[config.mk]
export PLATFORM = sky130hd
export DESIGN_NAME = input_capture_port
export DESIGN_NICKNAME = d
export VERILOG_FILES = /design/src/capture_pkg.sv /design/src/input_capture_port.sv
export SDC_FILE = /design/constraint.sdc
export NUM_CORES = 2
export LEC_CHECK = 0
export BUFFER_PORTS_ARGS = -buffer_cell sky130_fd_sc_hd__buf_2
export CAP_MARGIN = 20
export CELL_PAD_IN_SITES_DETAIL_PLACEMENT = 0
export CELL_PAD_IN_SITES_GLOBAL_PLACEMENT = 1
export CORE_MARGIN = 2
export CORE_UTILIZATION = 49
export DETAILED_ROUTE_END_ITERATION = 10
export PLACE_DENSITY_LB_ADDON = 0.05
export SYNTH_ARGS = -nofsm -noshare
export SYNTH_HDL_FRONTEND = slang
export SYNTH_SLANG_ARGS = --single-unit
[constraint.sdc]
create_clock -name clk_i -period 6.55 [get_ports clk_i]
set_input_delay 0 -clock clk_i [delete_from_list [all_inputs] [get_ports clk_i]]
set_output_delay 0 -clock clk_i [all_outputs]
set_load 0.02 [all_outputs]
[src/capture_pkg.sv]
// Purpose: shared constants and types for the input capture port
// Assumes: 32-bit register port, 20 MHz system clock
// Notes: offsets of the register map are chosen locally
package capture_pkg;
	// ****************************************
	// register offsets
	// ****************************************
	localparam logic [3:0] OFS_CTL_MAIN = 4'h0; // port_control_main
	localparam logic [3:0] OFS_CTL_FMT = 4'h4; // channel_format_control
	localparam logic [3:0] OFS_CTL_PAR = 4'h8; // parallel_acquire_control
	localparam logic [3:0] OFS_STATUS = 4'hC; // port_status
	// capture_fifo_output sits beyond the four-bit map, in its own decode
	localparam logic [4:0] OFS_FIFO = 5'h10;
	// ****************************************
	// field positions
	// ****************************************
	localparam int NSET_LSB = 0; // fifo_threshold_count 3:0
	localparam int BHD_BIT = 4; // hang_disable
	localparam int DMA_BIT = 5; // port_dma_enable
	localparam int CLROVR_BIT = 6; // overflow_clear
	localparam int EN_BIT = 7; // port_global_enable
	localparam int FMT_LSB = 8; // channel0_format_select 10:8
	localparam int FLUSH_BIT = 31; // flush in channel_format_control
	localparam int PSEL_BIT = 26; // parallel_pin_source_select
	localparam int PACK_LSB = 27; // parallel_packing_mode 28:27
	localparam int EDGE_BIT = 29; // parallel_latch_edge
	localparam int PRST_BIT = 30; // parallel_packer_reset
	localparam int PEN_BIT = 31; // parallel_channel_enable
	localparam int OVF_LSB = 8; // sticky overflows 15:8
	localparam int SZ_LSB = 28; // fifo_occupancy 31:28
	// ****************************************
	// reset values and counts
	// ****************************************
	localparam logic [31:0] CTL_RST = 32'h0000_0000;
	localparam int FIFO_DEPTH = 8;
	localparam int THRESH_MAX = 7;
	localparam int PAR_WIDTH = 20;
	localparam int NUM_CHAN = 8;
	localparam int SER_BITS = 32; // bits per slot in a serial frame
	// serial formats
	localparam logic [2:0] FMT_LJ = 3'h0;
	localparam logic [2:0] FMT_I2S = 3'h1;
	localparam logic [2:0] FMT_LJ32 = 3'h2;
	localparam logic [2:0] FMT_I2S32 = 3'h3;
	localparam logic [2:0] FMT_RJ24 = 3'h4;
	localparam logic [2:0] FMT_RJ20 = 3'h5;
	localparam logic [2:0] FMT_RJ18 = 3'h6;
	localparam logic [2:0] FMT_RJ16 = 3'h7;
	// packing modes
	localparam logic [1:0] PACK_8 = 2'h0;
	localparam logic [1:0] PACK_11 = 2'h1;
	localparam logic [1:0] PACK_16 = 2'h2;
	localparam logic [1:0] PACK_20 = 2'h3;
	// serial pins of one channel
	typedef struct packed {
		logic sclk;
		logic lrclk;
		logic sdata;
	} ser_pins_type;
	// parallel pins (data plus clock)
	typedef struct packed {
		logic clk;
		logic [19:0] data;
	} par_pins_type;
endpackage

[src/input_capture_port.sv]
// Purpose: input capture port, eight serial or seven serial plus parallel
// Assumes: register port with read data one cycle after the read strobe
// Notes: all pins pass two flip-flops before any logic reads them
//
// Function
// - eight serial, or seven serial plus parallel
// - threshold interrupt when count exceeds N
// - hang disable removes core stalls
// - bit 5 global DMA enable
// - write one clears overflow, reads zero
// - global enable gates FIFO entry
// - disable edge or flush bit empties FIFO
// - three-bit serial format per channel; the top bit of channel 7 is the flush bit and is held 0
// - single-channel modes take full 32 bits
// - parallel mask passes or blocks pins
// - bit 26 picks parallel pin source
// - two-bit parallel packing mode
// - bit 29 picks latch edge
// - packer reset strobe, self clearing
// - parallel enable takes channel 0
// - threshold interrupt serves core only
// - eight-deep FIFO, tagged serial words
// - status shows occupancy and overflows
module input_capture_port #(
	parameter int DEPTH = capture_pkg::FIFO_DEPTH
) (
	input wire logic clk_i,
	input wire logic sys_rst_i,
	input wire logic clk_en_i,
	input wire logic [4:0] addr_i,
	input wire logic [31:0] wdata_i,
	input wire logic wr_i,
	input wire logic rd_i,
	output logic [31:0] rdata_o,
	output logic stall_o, // core hang request
	input wire capture_pkg::ser_pins_type [7:0] ser_i,
	input wire capture_pkg::par_pins_type par_routed_i, // routing pins
	input wire capture_pkg::par_pins_type par_port_i, // parallel port
	input wire logic dma_req_i, // dma pops one word
	output logic dma_active_o,
	output logic [31:0] dma_data_o,
	output logic thresh_irq_o
);
	// ****************************************
	// registers
	// ****************************************
	logic [31:0] ctl_main_r, ctl_main_nxt; // only bits 5,4,3:0,7 stored
	logic [31:0] ctl_fmt_r, ctl_fmt_nxt;
	logic [31:0] ctl_par_r, ctl_par_nxt;
	logic [7:0] ovf_r, ovf_nxt;
	logic [31:0] rdata_r, rdata_nxt;
	logic stall_r, stall_nxt;
	logic irq_r, irq_nxt;
	logic en_q_r; // previous enable for falling-edge flush
	logic [31:0] mem [DEPTH];
	logic [3:0] cnt_r, cnt_nxt;
	logic [2:0] wp_r, wp_nxt, rp_r, rp_nxt;
	logic [31:0] dma_data_r, dma_data_nxt;
	logic dma_act_r;

	wire en = ctl_main_r[capture_pkg::EN_BIT];
	wire par_en = ctl_par_r[capture_pkg::PEN_BIT];

	// ****************************************
	// pin synchronisers and serial capture
	// ****************************************
	logic [7:0][2:0] s1_r, s2_r, s3_r; // s3 is delayed copy for edges
	logic [7:0] ser_vld; // one word per channel this cycle
	logic [7:0][31:0] ser_word;
	genvar g;
	generate
		for (g = 0; g < capture_pkg::NUM_CHAN; g++) begin : g_ser
			logic [31:0] sh_r, sh_nxt;
			logic [5:0] bc_r, bc_nxt;
			logic [2:0] fmt;
			logic [27:0] samp;
			logic rise, lrchg, lrtag, single;
			assign fmt = ctl_fmt_r[capture_pkg::FMT_LSB + 3*g +: 3];
			assign rise = s2_r[g][2] & ~s3_r[g][2];
			assign lrchg = s2_r[g][1] ^ s3_r[g][1];
			// single-channel word: 32 bits, no side tag
			assign single = (fmt == capture_pkg::FMT_LJ32) ||
				(fmt == capture_pkg::FMT_I2S32);
			// i2s marks left with low frame sync
			assign lrtag = (fmt == capture_pkg::FMT_I2S) ? ~s3_r[g][1] :
				s3_r[g][1];
			always_comb begin
				sh_nxt = sh_r;
				bc_nxt = bc_r;
				if (rise) begin
					sh_nxt = {sh_r[30:0], s2_r[g][0]};
					bc_nxt = (bc_r == 6'h3F) ? bc_r : bc_r + 6'h01;
				end
				if (lrchg)
					bc_nxt = 6'h00;
				// right-justified takes low bits, left-justified the top
				case (fmt)
					capture_pkg::FMT_RJ24: samp = {sh_r[23:0], 4'h0};
					capture_pkg::FMT_RJ20: samp = {sh_r[19:0], 8'h00};
					capture_pkg::FMT_RJ18: samp = {sh_r[17:0], 10'h000};
					capture_pkg::FMT_RJ16: samp = {sh_r[15:0], 12'h000};
					default: samp = sh_r[31:4];
				endcase
			end
			// word ends at a frame-sync change
			assign ser_vld[g] = lrchg && bc_r != 6'h00 &&
				!(g == 0 && par_en);
			assign ser_word[g] = single ? sh_r :
				{samp, lrtag, 3'(g)};
			always_ff @(posedge clk_i) begin
				if (sys_rst_i) begin
					sh_r <= 32'h0000_0000;
					bc_r <= 6'h00;
				end else if (clk_en_i) begin
					sh_r <= sh_nxt;
					bc_r <= bc_nxt;
				end
			end
		end
	endgenerate

	// ****************************************
	// parallel acquisition channel
	// ****************************************
	// both pin groups are synchronised before the select, so switching
	// the source never feeds a raw pin into logic
	capture_pkg::par_pins_type p1_r, p2_r; // routing pins, two-stage sync
	capture_pkg::par_pins_type q1_r, q2_r; // parallel-port pins, same
	capture_pkg::par_pins_type pp; // selected, synchronised pins
	logic pclk_q_r;
	logic [31:0] pk_r, pk_nxt;
	logic [1:0] pn_r, pn_nxt;
	logic par_vld;
	logic [19:0] pd;
	logic pedge;
	always_comb begin
		// pin source select
		pp = ctl_par_r[capture_pkg::PSEL_BIT] ? q2_r : p2_r;
		pd = pp.data & ctl_par_r[19:0];
		// rising when bit is 0, falling when 1
		pedge = ctl_par_r[capture_pkg::EDGE_BIT] ?
			(pclk_q_r & ~pp.clk) : (~pclk_q_r & pp.clk);
		pk_nxt = pk_r;
		pn_nxt = pn_r;
		par_vld = 1'b0;
		if (par_en && pedge) begin
			case (ctl_par_r[capture_pkg::PACK_LSB +: 2])
				capture_pkg::PACK_8: begin
					pk_nxt = {pk_r[23:0], pd[19:12]};
					pn_nxt = pn_r + 2'h1;
					par_vld = (pn_r == 2'h3);
				end
				capture_pkg::PACK_11: begin
					pk_nxt = (pn_r == 2'h2) ? {pk_r[21:0], pd[19:10]} :
						{pk_r[20:0], pd[19:9]};
					pn_nxt = (pn_r == 2'h2) ? 2'h0 : pn_r + 2'h1;
					par_vld = (pn_r == 2'h2);
				end
				capture_pkg::PACK_16: begin
					pk_nxt = {pk_r[15:0], pd[19:4]};
					pn_nxt = {1'b0, ~pn_r[0]};
					par_vld = pn_r[0];
				end
				default: begin
					pk_nxt = {pd, 12'h000};
					pn_nxt = 2'h0;
					par_vld = 1'b1;
				end
			endcase
		end
		// strobe drops any half-packed word
		if (wr_i && addr_i == 5'(capture_pkg::OFS_CTL_PAR) &&
			wdata_i[capture_pkg::PRST_BIT]) begin
			pn_nxt = 2'h0;
			par_vld = 1'b0;
		end
	end

	// ****************************************
	// fifo and register port
	// ****************************************
	logic [7:0] req;
	logic push, pop, core_rd, flush, full, empty;
	logic [31:0] in_word;
	always_comb begin
		req = ser_vld;
		if (par_vld)
			req[0] = 1'b1; // parallel owns slot 0
		in_word = 32'h0000_0000;
		// lowest channel wins, the others are lost; same-cycle rivals are rare at audio rates
		for (int i = capture_pkg::NUM_CHAN - 1; i >= 0; i--)
			if (req[i])
				in_word = (i == 0 && par_vld) ? pk_nxt : ser_word[i];
		full = (cnt_r == 4'(DEPTH));
		empty = (cnt_r == 4'h0);
		core_rd = rd_i && addr_i == capture_pkg::OFS_FIFO;
		// dma only while the dma enable bit is set
		pop = !empty && (core_rd ||
			(dma_req_i && ctl_main_r[capture_pkg::DMA_BIT]));
		push = en && |req && (!full || pop);
		flush = (en_q_r && !en) || (wr_i &&
			addr_i == 5'(capture_pkg::OFS_CTL_FMT) &&
			wdata_i[capture_pkg::FLUSH_BIT]);
		wp_nxt = wp_r;
		rp_nxt = rp_r;
		cnt_nxt = cnt_r;
		if (push)
			wp_nxt = 3'(wp_r + 3'h1);
		if (pop)
			rp_nxt = 3'(rp_r + 3'h1);
		cnt_nxt = 4'(cnt_r + {3'h0, push} - {3'h0, pop});
		if (flush) begin
			wp_nxt = 3'h0;
			rp_nxt = 3'h0;
			cnt_nxt = 4'h0;
		end
		// overflow: set wins over clear
		ovf_nxt = ovf_r;
		if (wr_i && addr_i == 5'(capture_pkg::OFS_CTL_MAIN) &&
			wdata_i[capture_pkg::CLROVR_BIT])
			ovf_nxt = 8'h00;
		if (en && full && !pop)
			ovf_nxt = ovf_nxt | req;
		// hang on empty read unless disabled
		stall_nxt = core_rd && empty && !ctl_main_r[capture_pkg::BHD_BIT];
		// threshold above N, only up to 7
		irq_nxt = ctl_main_r[3:0] <= 4'(capture_pkg::THRESH_MAX) &&
			cnt_nxt > ctl_main_r[3:0];
		ctl_main_nxt = ctl_main_r;
		ctl_fmt_nxt = ctl_fmt_r;
		ctl_par_nxt = ctl_par_r;
		if (wr_i) begin
			case (addr_i)
				5'(capture_pkg::OFS_CTL_MAIN): ctl_main_nxt = {24'h00_0000,
					wdata_i[7], 1'b0, wdata_i[5:0]};
				5'(capture_pkg::OFS_CTL_FMT): ctl_fmt_nxt = {1'b0,
					wdata_i[30:0]};
				5'(capture_pkg::OFS_CTL_PAR): ctl_par_nxt = {wdata_i[31],
					1'b0, wdata_i[29:26], 6'h00, wdata_i[19:0]};
				default: ;
			endcase
		end
		rdata_nxt = 32'h0000_0000;
		if (rd_i) begin
			case (addr_i)
				5'(capture_pkg::OFS_CTL_MAIN): rdata_nxt = ctl_main_r;
				5'(capture_pkg::OFS_CTL_FMT): rdata_nxt = ctl_fmt_r;
				5'(capture_pkg::OFS_CTL_PAR): rdata_nxt = ctl_par_r;
				5'(capture_pkg::OFS_STATUS): rdata_nxt = {cnt_r, 12'h000,
					ovf_r, 8'h00};
				capture_pkg::OFS_FIFO: rdata_nxt = empty ? 32'h0000_0000 :
					mem[rp_r];
				default: rdata_nxt = 32'h0000_0000;
			endcase
		end
		dma_data_nxt = (pop && !core_rd) ? mem[rp_r] : dma_data_r;
	end

	// ****************************************
	// state registers
	// ****************************************
	always_ff @(posedge clk_i) begin
		if (sys_rst_i) begin
			s1_r <= '0;
			s2_r <= '0;
			s3_r <= '0;
			p1_r <= '0;
			p2_r <= '0;
			q1_r <= '0;
			q2_r <= '0;
			pclk_q_r <= 1'b0;
			pk_r <= 32'h0000_0000;
			pn_r <= 2'h0;
			ctl_main_r <= capture_pkg::CTL_RST;
			ctl_fmt_r <= capture_pkg::CTL_RST;
			ctl_par_r <= capture_pkg::CTL_RST;
			ovf_r <= 8'h00;
			rdata_r <= 32'h0000_0000;
			stall_r <= 1'b0;
			irq_r <= 1'b0;
			en_q_r <= 1'b0;
			cnt_r <= 4'h0;
			wp_r <= 3'h0;
			rp_r <= 3'h0;
			dma_data_r <= 32'h0000_0000;
			dma_act_r <= 1'b0;
		end else if (clk_en_i) begin
			s1_r <= ser_i;
			s2_r <= s1_r;
			s3_r <= s2_r;
			p1_r <= par_routed_i;
			p2_r <= p1_r;
			q1_r <= par_port_i;
			q2_r <= q1_r;
			pclk_q_r <= pp.clk;
			pk_r <= pk_nxt;
			pn_r <= pn_nxt;
			ctl_main_r <= ctl_main_nxt;
			ctl_fmt_r <= ctl_fmt_nxt;
			ctl_par_r <= ctl_par_nxt;
			ovf_r <= ovf_nxt;
			rdata_r <= rdata_nxt;
			stall_r <= stall_nxt;
			irq_r <= irq_nxt;
			en_q_r <= en;
			cnt_r <= cnt_nxt;
			wp_r <= wp_nxt;
			rp_r <= rp_nxt;
			dma_data_r <= dma_data_nxt;
			dma_act_r <= ctl_main_r[capture_pkg::DMA_BIT] & en;
			if (push && !flush)
				mem[wp_r] <= in_word;
		end
	end

	assign rdata_o = rdata_r;
	assign stall_o = stall_r;
	assign thresh_irq_o = irq_r;
	assign dma_active_o = dma_act_r;
	assign dma_data_o = dma_data_r;
endmodule

==> metrics.log <==
[metrics] outcome: completed
[metrics] distinct cell type count after synthesis: 81
[metrics] maximum frequency from static timing analysis: 192 MHz
[metrics] first-pass GRT wire length: 209 mm
[metrics] die outline width: 298 um
[metrics] count of final setup violators: 0
[metrics] register bit count reported by yosys: 887
[metrics] most area-consuming cells after synthesis: dfxtp_1, edfxtp_1, mux4_2, mux2i_1, nand2_1
[metrics] total of buffers placed on input and output ports: 175
[metrics] chip height: 298 um
[metrics] kind of launch point of the worst setup path: flop
[metrics] leakage power: 16.3 nW
[metrics] R2R Path End: thresh_irq_o
[metrics] DP HPWL: 96.9 mm
[metrics] total number of placement rows: 107
[metrics] area leader, netlist: dfxtp_1
[metrics] number of synthesized flops with an enable pin: 256
[metrics] Hold Violations, Final: 0
[metrics] most frequent cell after synthesis: nand2_1
[metrics] area added between synthesis and finish: 14.3%
[metrics] pin count of the biggest net entering global routing: 194
[metrics] total number of clock tree sinks: 887
[metrics] Post-synth ARST share: 0%
[metrics] predominant post-synthesis flop cell: dfxtp_1
[metrics] worst setup slack for register-to-register paths: 1350 ps
[metrics] biggest fanout along the worst timing path: 16
[metrics] utilization of the core after routing: 56.7%
[metrics] syn nets: 4514
[metrics] wire length per cell after detailed routing: 24.6 um
[metrics] worst hold path stage count: 5
[metrics] Required @ worst endpoint: 7090 ps
[metrics] worst min-delay path category: input pin to flop
[metrics] GRT Total Usage: 30.9%
[metrics] Synth Area per Inst: 9.69 um2
[metrics] Warnings, synthesis: 0
[metrics] DRC marker count from the first detailed-route iteration: 3690
[metrics] post-synthesis sequential area ratio: 47.9%
[metrics] post-synthesis instance total: 4373
[metrics] arrival time of the worst setup path: 5750 ps
[metrics] drt pass-1 iters: 6
[metrics] boundary pin count: 176
[metrics] TritonCTS buffer count: 94
[metrics] cell count of the worst reg-to-reg path: 17
[metrics] launch point of the worst hold path: dma_req_i
[metrics] Switch Pwr: 2.59 mW
[metrics] maximum VDD drop: 0.233 mV
[metrics] number of nets with antenna violations after detailed routing: 0
[metrics] kind of end point of the critical path: flop
[metrics] Final Power: 11.6 mW
[metrics] number of H-tree levels: 3
[metrics] overall via count from detail_route: 34200
[metrics] sum of overflow across all layers after global routing: 0
[metrics] Final Skew: 59.4 ps
[metrics] combinational share of power: 3.5%
[metrics] sequential cell fraction of total power: 49.1%
[metrics] total of cells resized after clock tree synthesis: 0
[metrics] cell internal power dissipation: 9.00 mW
[metrics] summed instance area of the synthesized netlist: 42400 um2
[metrics] worst setup path class: flop to flop
[metrics] area of the core: 85400 um2
[metrics] TritonCTS clock tree: yes
[metrics] unrepaired setup endpoints after global routing: false
[metrics] antenna violations before repair: 3
[metrics] number of slew-limit violations in the final report: 0
[metrics] MaxCap Viol Count: 0
[metrics] final period demand of the worst path: 5200 ps
[metrics] drt via density: 5.98
[metrics] clock-pin slew on the worst setup and hold paths: 60 ps
[metrics] share of the clock period used by the worst path after layout: 79.4%
[metrics] maximum clock path buffer count: 3
[metrics] Hold Slack: 41.3 ps
[metrics] origin of the critical flop-to-flop path: g_ser[3].bc_r[5]
[metrics] total die area: 88900 um2
[metrics] Setup TNS Final: 0 ps
[metrics] clock share of power: 47.4%
[metrics] worst setup margin: 1350 ps
[metrics] pre-CTS setup slack: 1410 ps
[metrics] Least-Margin Pin Slew: 1310 ps
[metrics] buffer cell driving the clock tree root: clkbuf_16
[metrics] pwr/cell area: 239 nW/um2
[metrics] slew margin rel.: 13.0%
[metrics] final layout net count: 4636
[metrics] drt total wl: 140 mm
[metrics] leading post-synthesis cells by instance count: nand2_1, dfxtp_1, nor2_1
[metrics] drt drc: 0
[metrics] top cell type's share of synthesized area: 29.8%
[metrics] Initial Util: 49.6%
[metrics] vias in the first global route: 32200
[metrics] sw frac: 22.4%
[metrics] layout cell share with drive strength beyond 1: 14.5%
[metrics] Skew-Pair Late Insertion Delay: 690 ps
[metrics] weighted congestion reported at the end of routability-driven placement: 0.950
==> through the flow <==
step / instances / cell area, um2
global placement: 5429 / 44100
CTS: 5712 / 48400
global route: 5715 / 48400
floorplan: 4373 / 42400
finish: 5717 / 48500
detailed placement: 5429 / 44100
==> power by group through the flow <==
stage	registers [mW]	clock network (mW)	logic [mW]
after floorplan	5.80	0	0.230
after global placement	5.82	0	0.348
after detailed placement	5.82	0	0.349
after CTS	5.70	5.59	0.403
after global routing	5.70	5.80	0.438
final	5.70	5.49	0.405
==> routing by layer <==
metal	wire, um	vias to the layer above	global-route usage [%]
met2	67000	1229	50.7
met4	5730	0	11.8
met1	58500	16700	41.3
met3	9200	240	4.62
met5	0	-	0
li1	-	16000	-
==> worst max path at each step <==
stage                          start           end  slack, ps
floorplan              ctl_par_r[26]     mem[0][0]       1210
global placement    g_ser[3].bc_r[5]  thresh_irq_o       1430
detailed placement  g_ser[3].bc_r[5]  thresh_irq_o       1410
CTS                 g_ser[3].bc_r[5]  thresh_irq_o       1430
global route        g_ser[3].bc_r[5]  thresh_irq_o       1120
finish              g_ser[3].bc_r[5]  thresh_irq_o       1350
==> final cells by class <==
class | count | area, um2
clock inverters | 46 | 536
inverters | 47 | 176
fillers | 7724 | 37000
flip-flops and latches | 887 | 20300
multi-input cells | 3092 | 20600
well taps | 1144 | 1430
repair buffers | 373 | 2710
clock buffers | 126 | 2660
diodes | 2 | 5.00
==> flip-flops by register name (all words and copies together), names as in the netlist, 2 cells and up, named ones only <==
| signal | flops |
|---|---|
| pk_r | 24 |
| rdata_o | 32 |
| s1_r | 24 |
| q1_r | 21 |
| mem | 256 |
| q2_r | 21 |
| cnt_r | 4 |
| p1_r | 21 |
| rp_r | 3 |
| p2_r | 21 |
| s2_r | 24 |
| g_ser.bc_r | 48 |
| g_ser.sh_r | 256 |
| ctl_par_r | 25 |
| dma_data_o | 32 |
| ctl_main_r | 7 |
| ctl_fmt_r | 31 |
| ovf_r | 8 |
| s3_r | 16 |
| wp_r | 3 |
| pn_r | 2 |
==> cell usage in the layout (no fill, tap or decap), drive strengths merged, types with 8 or more instances in the layout <==
cell type and count:
clkinvlp 11, inv 48, xnor2 10, nor2b 27
and2 16, nand2b 22, ha 31, o32ai 14
o21a 8, and3 17, buf 261, nand3 48
clkbuf 127, o211ai 20, mux2 31, mux4 174
clkinv 26, o21ai 125, a31oi 20, a221o 12
nor2 487, nand4 19, bufinv 8, nor3 40
a221oi 20, nand2 794, a21oi 470, o221ai 20
nor4 13, xor2 37, o22ai 37, dlygate4sd3 111
a22oi 66, edfxtp 256, nand3b 14, mux2i 328
a211oi 74, dfxtp 631, o2bb2ai 10
==> timing repair <==
item	CTS	global route
setup buffers	0	0
hold buffers	111	0
hold endpoints to repair	259	0
==> worst max-delay path: stages, from the launching register on <==
cell and delay [ps]:
dfxtp_1 340, nor4_1 500, a21o_1 650, nand2_2 270
nor4_2 870, nand2_1 250, a21bo_2 280, o21ai_0 80
ha_1 200, inv_1 60, fa_1 500, nor2_1 60
ha_1 320, nor2b_1 130, o21a_1 160, o21a_1 160
o2111ai_1 170, a21oi_1 90
==> cells by family after synthesis <==
family / after synthesis / share of synthesized area (%)
simple gates: 1522 / 14.8
buf+inv: 394 / 3.70
xor+xnor: 47 / 0.971
fa+ha+maj: 32 / 0.962
flops: 887 / 47.9
compound gates: 958 / 13.8
mux: 533 / 17.8
(Power assumes the default switching activity.)
